$ cat src/tmo_pkg.sv
// package for the timer output initial level and edge flag block
package tmo_pkg;
  // ----------------------------------------------------------------
  // register map (byte addresses on the bus, one word apart)
  // ----------------------------------------------------------------
  localparam logic [7:0] ADDR_CTRL = 8'h00;
  localparam logic [7:0] ADDR_STAT = 8'h04;
  localparam logic [7:0] ADDR_IEN = 8'h08;
  localparam logic [7:0] ADDR_ICLR = 8'h0C;
  localparam logic [7:0] ADDR_TEN = 8'h10;
  // ----------------------------------------------------------------
  // field positions and reset values
  // ----------------------------------------------------------------
  localparam int BIT_FALL = 0;
  localparam int BIT_RISE = 1;
  localparam int BIT_SUB_LO = 2;
  localparam int BIT_MODE = 7;
  localparam logic [7:0] CTRL_RST = 8'h00;
  localparam logic [1:0] IRQ_RST = 2'h0;
  // submode codes
  typedef enum logic [1:0] {
    TMO_SUB_NORMAL = 2'b00,
    TMO_SUB_ALT = 2'b01,
    TMO_SUB_FORCE0 = 2'b10,
    TMO_SUB_FORCE1 = 2'b11
  } tmo_sub_t;
  // pin group carried to the output stage
  typedef struct packed {
    logic short_timer_output;
    logic long_timer_output;
  } tmo_pins_t;
endpackage
$ cat src/tmo_core.sv
// timer output initial levels and demodulator edge flags with wishbone registers
`timescale 1ns/10ps
module tmo_core (
  input wire logic mclk,
  input wire logic rst_n,
  input wire logic [7:0] wb_adr_i,
  input wire logic [31:0] wb_dat_i,
  output logic [31:0] wb_dat_o,
  input wire logic wb_we_i,
  input wire logic [3:0] wb_sel_i,
  input wire logic wb_cyc_i,
  input wire logic wb_stb_i,
  output logic wb_ack_o,
  input wire logic demod_in,
  input wire logic short_timer_run,
  input wire logic long_timer_run,
  input wire logic short_timer_wave,
  input wire logic long_timer_wave,
  output logic short_timer_output,
  output logic long_timer_output,
  output logic demod_mode,
  output logic irq
);
  // ----------------------------------------------------------------
  // reset release
  // ----------------------------------------------------------------
  logic [1:0] rst_sync_q;
  logic rst_loc_n;
  // asynchronous assert, release through two flops
  always_ff @(posedge mclk or negedge rst_n) begin
    if (!rst_n) begin
      rst_sync_q <= 2'b00;
    end else begin
      rst_sync_q <= {rst_sync_q[0], 1'b1};
    end
  end
  assign rst_loc_n = rst_sync_q[1];

  // ----------------------------------------------------------------
  // bus decode
  // ----------------------------------------------------------------
  logic req;
  logic wr;
  logic lane0;
  logic ack_q;
  logic ack_d;
  logic [31:0] rdat_q;
  logic [31:0] rdat_d;
  assign req = wb_cyc_i && wb_stb_i && !ack_q;
  assign wr = req && wb_we_i;
  assign lane0 = wb_sel_i[0];

  // ----------------------------------------------------------------
  // control register and edge flags
  // ----------------------------------------------------------------
  logic [7:0] ctrl_q;
  logic [7:0] ctrl_d;
  logic [1:0] ien_q;
  logic [1:0] ien_d;
  logic [1:0] ist_q;
  logic [1:0] ist_d;
  logic demod_prev_q;
  logic demod_prev_d;
  logic rise_ev;
  logic fall_ev;
  logic mode;
  logic ctrl_wr;
  logic [1:0] flag_clr;
  logic ten_wr;

  assign mode = ctrl_q[tmo_pkg::BIT_MODE];
  assign ctrl_wr = wr && lane0 && (wb_adr_i == tmo_pkg::ADDR_CTRL);
  assign ten_wr = wr && lane0 && (wb_adr_i == tmo_pkg::ADDR_TEN);
  // edges only count in demodulation mode
  assign rise_ev = mode && demod_in && !demod_prev_q;
  assign fall_ev = mode && !demod_in && demod_prev_q;
  // write-one-to-clear applies only while the bits are flags
  assign flag_clr = (ctrl_wr && mode) ? wb_dat_i[1:0] : 2'b00;

  // next values; a set in the clear cycle wins so no edge is lost
  always_comb begin
    ctrl_d = ctrl_q;
    demod_prev_d = demod_in;
    if (ctrl_wr) begin
      ctrl_d[7:2] = wb_dat_i[7:2];
      if (!mode) begin
        ctrl_d[1:0] = wb_dat_i[1:0];
      end
    end
    // a mode change by this write drops the old flags or levels as written
    if (ctrl_wr && (wb_dat_i[tmo_pkg::BIT_MODE] != mode)) begin
      ctrl_d[1:0] = wb_dat_i[tmo_pkg::BIT_MODE] ? 2'b00 : wb_dat_i[1:0];
    end else begin
      if (mode) begin
        ctrl_d[tmo_pkg::BIT_RISE] = rise_ev | (ctrl_q[tmo_pkg::BIT_RISE] & ~flag_clr[1]);
        ctrl_d[tmo_pkg::BIT_FALL] = fall_ev | (ctrl_q[tmo_pkg::BIT_FALL] & ~flag_clr[0]);
      end
    end
  end

  // interrupt status, enable and clear
  always_comb begin
    ien_d = ien_q;
    ist_d = ist_q;
    if (wr && lane0 && (wb_adr_i == tmo_pkg::ADDR_IEN)) begin
      ien_d = wb_dat_i[1:0];
    end
    if (wr && lane0 && (wb_adr_i == tmo_pkg::ADDR_ICLR)) begin
      ist_d = ist_q & ~wb_dat_i[1:0];
    end
    ist_d = ist_d | {rise_ev, fall_ev};
  end

  always_ff @(posedge mclk or negedge rst_loc_n) begin
    if (!rst_loc_n) begin
      ctrl_q <= tmo_pkg::CTRL_RST;
      ien_q <= tmo_pkg::IRQ_RST;
      ist_q <= tmo_pkg::IRQ_RST;
      demod_prev_q <= 1'b0;
    end else begin
      ctrl_q <= ctrl_d;
      ien_q <= ien_d;
      ist_q <= ist_d;
      demod_prev_q <= demod_prev_d;
    end
  end

  // ----------------------------------------------------------------
  // software timer enables (or-ed with the counter logic's own)
  // ----------------------------------------------------------------
  logic [1:0] ten_q;
  logic [1:0] ten_d;
  always_comb begin
    ten_d = ten_q;
    if (ten_wr) begin
      ten_d = wb_dat_i[1:0];
    end
  end
  always_ff @(posedge mclk or negedge rst_loc_n) begin
    if (!rst_loc_n) begin
      ten_q <= 2'b00;
    end else begin
      ten_q <= ten_d;
    end
  end

  // ----------------------------------------------------------------
  // output pins
  // ----------------------------------------------------------------
  tmo_pkg::tmo_pins_t pins_q;
  tmo_pkg::tmo_pins_t pins_d;
  logic run8;
  logic run16;
  logic run8_q;
  logic run16_q;
  tmo_pkg::tmo_sub_t sub;
  assign run8 = short_timer_run | ten_q[0];
  assign run16 = long_timer_run | ten_q[1];
  assign sub = tmo_pkg::tmo_sub_t'(ctrl_q[3:2]);

  // the first running cycle drives the initial level, then the counter's wave
  always_comb begin
    pins_d = pins_q;
    if (mode) begin
      pins_d.short_timer_output = 1'b0;
      pins_d.long_timer_output = 1'b0;
    end else begin
      if (!run8) begin
        pins_d.short_timer_output = ~ctrl_q[tmo_pkg::BIT_RISE];
      end else if (!run8_q) begin
        pins_d.short_timer_output = ctrl_q[tmo_pkg::BIT_RISE];
      end else begin
        pins_d.short_timer_output = short_timer_wave;
      end
      unique case (sub)
        tmo_pkg::TMO_SUB_FORCE0: pins_d.long_timer_output = 1'b0;
        tmo_pkg::TMO_SUB_FORCE1: pins_d.long_timer_output = 1'b1;
        tmo_pkg::TMO_SUB_NORMAL, tmo_pkg::TMO_SUB_ALT: begin
          if (!run16) begin
            pins_d.long_timer_output = ~ctrl_q[tmo_pkg::BIT_FALL];
          end else if (!run16_q) begin
            pins_d.long_timer_output = ctrl_q[tmo_pkg::BIT_FALL];
          end else begin
            pins_d.long_timer_output = long_timer_wave;
          end
        end
      endcase
    end
  end

  always_ff @(posedge mclk or negedge rst_loc_n) begin
    if (!rst_loc_n) begin
      pins_q <= '{short_timer_output: 1'b1, long_timer_output: 1'b1};
      run8_q <= 1'b0;
      run16_q <= 1'b0;
    end else begin
      pins_q <= pins_d;
      run8_q <= run8;
      run16_q <= run16;
    end
  end

  // ----------------------------------------------------------------
  // read data and acknowledge, registered, so one wait cycle
  // ----------------------------------------------------------------
  always_comb begin
    ack_d = req;
    rdat_d = rdat_q;
    if (req && !wb_we_i) begin
      unique case (wb_adr_i)
        tmo_pkg::ADDR_CTRL: rdat_d = {24'h0000_00, ctrl_q};
        tmo_pkg::ADDR_STAT: rdat_d = {30'h0000_0000, ist_q};
        tmo_pkg::ADDR_IEN: rdat_d = {30'h0000_0000, ien_q};
        tmo_pkg::ADDR_TEN: rdat_d = {30'h0000_0000, ten_q};
        default: rdat_d = 32'h0000_0000;
      endcase
    end
  end
  always_ff @(posedge mclk or negedge rst_loc_n) begin
    if (!rst_loc_n) begin
      ack_q <= 1'b0;
      rdat_q <= 32'h0000_0000;
    end else begin
      ack_q <= ack_d;
      rdat_q <= rdat_d;
    end
  end

  assign wb_ack_o = ack_q;
  assign wb_dat_o = rdat_q;
  assign short_timer_output = pins_q.short_timer_output;
  assign long_timer_output = pins_q.long_timer_output;
  assign demod_mode = mode;
  assign irq = |(ist_q & ien_q);

  // ----------------------------------------------------------------
  // checks
  // ----------------------------------------------------------------
  // edge flags; a write that leaves demodulation mode reloads bits 1:0, so it is excluded
  a_rise_flag_set: assert property (@(posedge mclk) disable iff (!rst_loc_n)
    (mode && !demod_prev_q && demod_in && !(ctrl_wr && !wb_dat_i[7])) |=> ctrl_q[1])
    else $error("rising edge not flagged");
  a_fall_flag_set: assert property (@(posedge mclk) disable iff (!rst_loc_n)
    (mode && demod_prev_q && !demod_in && !(ctrl_wr && !wb_dat_i[7])) |=> ctrl_q[0])
    else $error("falling edge not flagged");
  // a set wins over a clear in one cycle, so clears are only checked without an edge
  a_flag_clear_one: assert property (@(posedge mclk) disable iff (!rst_loc_n)
    (mode && ctrl_wr && wb_dat_i[7] && wb_dat_i[1] && !rise_ev) |=> !ctrl_q[1])
    else $error("rising flag not cleared");
  a_flag_clear_fall: assert property (@(posedge mclk) disable iff (!rst_loc_n)
    (mode && ctrl_wr && wb_dat_i[7] && wb_dat_i[0] && !fall_ev) |=> !ctrl_q[0])
    else $error("falling flag not cleared");
  // writing zero to a flag must leave it alone
  a_flag_hold_zero: assert property (@(posedge mclk) disable iff (!rst_loc_n)
    (mode && ctrl_wr && wb_dat_i[7] && !wb_dat_i[0] && ctrl_q[0]) |=> ctrl_q[0])
    else $error("falling flag lost on write of zero");
  a_flag_hold_rise: assert property (@(posedge mclk) disable iff (!rst_loc_n)
    (mode && ctrl_wr && wb_dat_i[7] && !wb_dat_i[1] && ctrl_q[1]) |=> ctrl_q[1])
    else $error("rising flag lost on write of zero");
  // status bits follow the same edges, so the interrupt never misses a flag
  a_rise_status: assert property (@(posedge mclk) disable iff (!rst_loc_n)
    rise_ev |=> ist_q[1])
    else $error("rising edge not in status");
  a_fall_status: assert property (@(posedge mclk) disable iff (!rst_loc_n)
    fall_ev |=> ist_q[0])
    else $error("falling edge not in status");
  // transmit pins; a control write in the same cycle moves the select, so it is excluded
  a_idle_short_level: assert property (@(posedge mclk) disable iff (!rst_loc_n)
    (!mode && !run8 && !ctrl_wr) |=> short_timer_output == !ctrl_q[1])
    else $error("disabled short output not inverted");
  a_idle_long_level: assert property (@(posedge mclk) disable iff (!rst_loc_n)
    (!mode && !ctrl_q[3] && !run16 && !ctrl_wr) |=> long_timer_output == !ctrl_q[0])
    else $error("disabled long output not inverted");
  // the first running cycle shows the select whatever the counter wave does
  a_enable_short_edge: assert property (@(posedge mclk) disable iff (!rst_loc_n)
    (!mode && run8 && !run8_q && !ctrl_wr) |=> short_timer_output == ctrl_q[1])
    else $error("short output missed initial level");
  a_enable_long_edge: assert property (@(posedge mclk) disable iff (!rst_loc_n)
    (!mode && !ctrl_q[3] && run16 && !run16_q && !ctrl_wr) |=> long_timer_output == ctrl_q[0])
    else $error("long output missed initial level");
  // forced submodes override the run state entirely
  a_force_long: assert property (@(posedge mclk) disable iff (!rst_loc_n)
    (!mode && ctrl_q[3] && !ctrl_wr) |=> long_timer_output == ctrl_q[2])
    else $error("long output not forced");
  // select bits load from any write that leaves the block in transmit mode
  a_select_load: assert property (@(posedge mclk) disable iff (!rst_loc_n)
    (!mode && ctrl_wr && !wb_dat_i[7]) |=> ctrl_q[1:0] == $past(wb_dat_i[1:0]))
    else $error("select bits not loaded");
  // demodulation mode parks both pins low
  a_demod_pins_low: assert property (@(posedge mclk) disable iff (!rst_loc_n)
    mode |=> (!short_timer_output && !long_timer_output))
    else $error("pins not low in demodulation mode");
endmodule

$ cat config.mk
export PLATFORM = sky130hd
export DESIGN_NAME = tmo_core
export DESIGN_NICKNAME = d
export VERILOG_FILES = /design/src/tmo_pkg.sv /design/src/tmo_core.sv
export SDC_FILE = /design/constraint.sdc
export NUM_CORES = 1
export LEC_CHECK = 0
export BUFFER_PORTS_ARGS = -buffer_cell sky130_fd_sc_hd__clkbuf_2
export CAP_MARGIN = 20
export CORE_MARGIN = 10
export CORE_UTILIZATION = 48
export CTS_BUF_LIST = sky130_fd_sc_hd__clkbuf_2
export CTS_CLUSTER_SIZE = 40
export DETAILED_ROUTE_END_ITERATION = 10
export PLACE_DENSITY = 0.87
export SYNTH_ARGS = -nofsm -noshare
export SYNTH_HDL_FRONTEND = slang
export SYNTH_SLANG_ARGS = --single-unit
$ cat constraint.sdc
create_clock -name mclk -period 2.04 [get_ports mclk]
set_input_delay 0.204 -clock mclk [delete_from_list [all_inputs] [get_ports mclk]]
set_output_delay 0.204 -clock mclk [all_outputs]
set_load 0.02 [all_outputs]
==> flow_summary.yaml <==
setup_path:
  cp-startpoint: "wb_ack_o"
  cp.required_ps: 2280
  rrSetupSlack_ps: 270
  endpoint_kind: "flop"
  reg2reg_from: "wb_ack_o"
  r2r_end: "ien_q[0]"
  critPathMaxFanout: 5
  critPathKind: "flop to flop"
  worst_r2r_path_depth: 4
  critical_path_arrival_ps: 2010
  cp-start-kind: "flop"
timing:
  fin_crit_ps: 1770
  setup_tns_ps: 0
  finalHoldViolations: 0
  fin_crit_sh: 0.867
  fin_worst_skew_ps: 15.5
  fmax_mhz: 566
  rsz0062_at_grt: "no"
  timing.hold.ws_ps: 55.1
  setup_violations: 0
  drv_slew: 0
cells_and_area:
  register_area_sq_um: 753
  multi_input_area_sq_um: 653
  n_antenna_cell: 0
  areaGrowthSynthToFinish_pct: 14.4
  fillers: 286
  drive_gt1_frac: 0.344
  final_cell_count_no_fill: 233
  nNetsFinal: 242
detailed_routing:
  dr_total_vias: 1113
  drt_wl_total_um: 3160
  drtAntennaViolNets: 0
  via_per_inst: 4.78
  drc: 0
  first_pass_iters: 5
  first_iter_violations: 70
  avgRoutedWirePerCell_um: 13.5
yosys:
  synth_top_cell_area_share: 0.452
  synthAdderAreaFrac: 0
  yosysMostFrequentCell: "dfrtp_1"
  yosys-top-cells-count: "28 x dfrtp_1, 24 x buf_4, 8 x mux2_2, 8 x nand2_1"
  yosys.area_share.xor_xnor: 0
  synth-seq-area-share: 0.486
  synth.area.mux_share: 0.0904
  synthTopCellsByArea: "dfrtp_1 45%, buf_4 12%, mux2_2 5.8%, a22o_1 4.0%, dfstp_2 3.4%"
  synth_compound_area_frac: 0.109
  synth-seq-cells: 30
  ys_warn_count: 0
  synth-simple-area-share: 0.161
  synth_top_family_by_area: "simple AND/OR/NAND/NOR gates"
  async_reset_ff_frac: 1.00
  synthCells: 145
  synth_area_leader_cell: "dfrtp_1"
  synth_ff_type: "dfrtp_1"
  synth_edf_count: 0
  syn_area_sq_um: 1550
  avgSynthCellArea_sq_um: 10.7
  yosysUniqueCellTypes: 37
grt:
  grt_start_max_net_pins: 29
  antenna_found_initial: 0
  grt_pass1_wl_um: 5170
  grt-ovfl-total: 0
  grt.total_usage: 0.107
  first_global_vias: 1162
floorplanning:
  initial_core_util: 0.504
  io_pins: 91
  core-area_sq_um: 3080
  die_area_sq_um: 5900
  die_h_um: 76.8
  die_width_um: 76.8
  rows: 20
power_and_ir_drop:
  powerDensity_nw_per_um2: 656
  p_leak_uw: 0.000929
  vdd_drop_max_mv: 0.434
clock_network:
  clk_latency_ps: 360
  clk_pin_slew_worst_paths_ps: 150
  clockBufferDepth: 2
  postCtsSetupRepairBufs: 0
  cts_tree: "yes"
  cts.sink_count: 30
  h-tree-depth: 2
  cts_buffers: 5
  cts.repair.resized: 0
  cts-root-buf: "clkbuf_2"
hold_path:
  hold_path_startpoint: "short_timer_wave"
  hold_path_depth: 3
  hold_class: "primary input to flop"
  holdPathEnd: "short_timer_output"
run:
  cap_violations: 0
placement:
  dp_hpwl_um: 2600
  numPortBuffers: 39
  place_congestion: 0.872
  dp.cells: 223
outcome:
  status: "finished, final reports clean"
worst max-delay path by stage:
stage / slack (ps) / endpoint / cells past startpoint
2_1_floorplan: 290 / ten_q[0] / 4
3_3_place_gp: 150 / ten_q[1] / 5
3_5_place_dp: 130 / ien_q[0] / 5
4_1_cts: 290 / ien_q[0] / 4
5_1_grt: 150 / ien_q[0] / 4
6_report: 270 / ien_q[0] / 4
layout make-up:
type	instances	share of cell area
Tap cell	44	0.0310
Timing Repair Buffer	43	0.130
Sequential cell	30	0.425
Clock inverter	2	0.0190
Inverter	5	0.0106
Clock buffer	6	0.0169
Multi-Input combinational cell	103	0.368
flip-flops by register name, summed over array words and instances (netlist names), 2 cells and up:
signal,flops
ctrl_q,8
wb_dat_o,8
ien_q,2
ist_q,2
rst_sync_q,2
ten_q,2
what timing repair did:
action	4_1_cts	5_1_grt
endpoints found under the hold margin	3	0
endpoints found under the setup margin	0	0
hold buffers	2	0
routing by layer:
layer / GRT usage / part of all wire / up-vias
li1: - / - / 547
met1: 0.102 / 0.36 / 523
met2: 0.190 / 0.53 / 36
met3: 0.0455 / 0.084 / 7
met4: 0.0558 / 0.020 / 0
met5: 0 / 0 / -
power by group:
part	internal (uW)	switching, uW	total, uW
clock network	209	194	404
logic	43.1	95.9	139
registers	613	7.57	621
worst max-delay path, stage by stage (launching register included):
cell and delay (ps):
dfrtp_1 390, and3b_1 310, and4b_1 260, nor3b_1 310, mux2_2 380
through the flow:
step	util	setup slack, ps	power (uW)	instance area [sq um]
floorplan	-	292	757	1640
global placement	0.549	151	764	1690
detailed placement	0.549	133	766	1690
CTS	0.576	288	1170	1770
global route	0.576	149	1210	1770
finish	0.576	272	1160	1770
cell families (layout without fill, tap and decap cells):
logic type	Yosys count	count (layout)
AOI/OAI and AO/OA	23	23
buffers and inverters	35	56
DFF	30	30
muxes	12	12
other	2	25
and+or+nand+nor	43	43
cell usage in the layout, fill, tap and decap left out, types with 2 or more instances in the layout:
cell type | Yosys | final
and3_1 | 2 | 2
clkbuf_2 | 0 | 45
nor3_1 | 4 | 4
nor4_1 | 2 | 2
o311ai_0 | 2 | 2
dfrtp_1 | 28 | 28
inv_1 | 5 | 5
conb_1 | 2 | 25
buf_4 | 24 | 2
a21oi_1 | 4 | 4
a22o_1 | 7 | 7
dlygate4sd3_1 | 0 | 2
nor2_1 | 7 | 7
mux2i_1 | 2 | 2
nor3b_1 | 3 | 3
or2_2 | 2 | 2
nand4_1 | 3 | 3
mux2_4 | 2 | 2
nand2b_1 | 4 | 4
dfstp_2 | 2 | 2
nand2_1 | 8 | 8
o21ai_0 | 5 | 5
mux2_2 | 8 | 8
(Power assumes the default switching activity.)
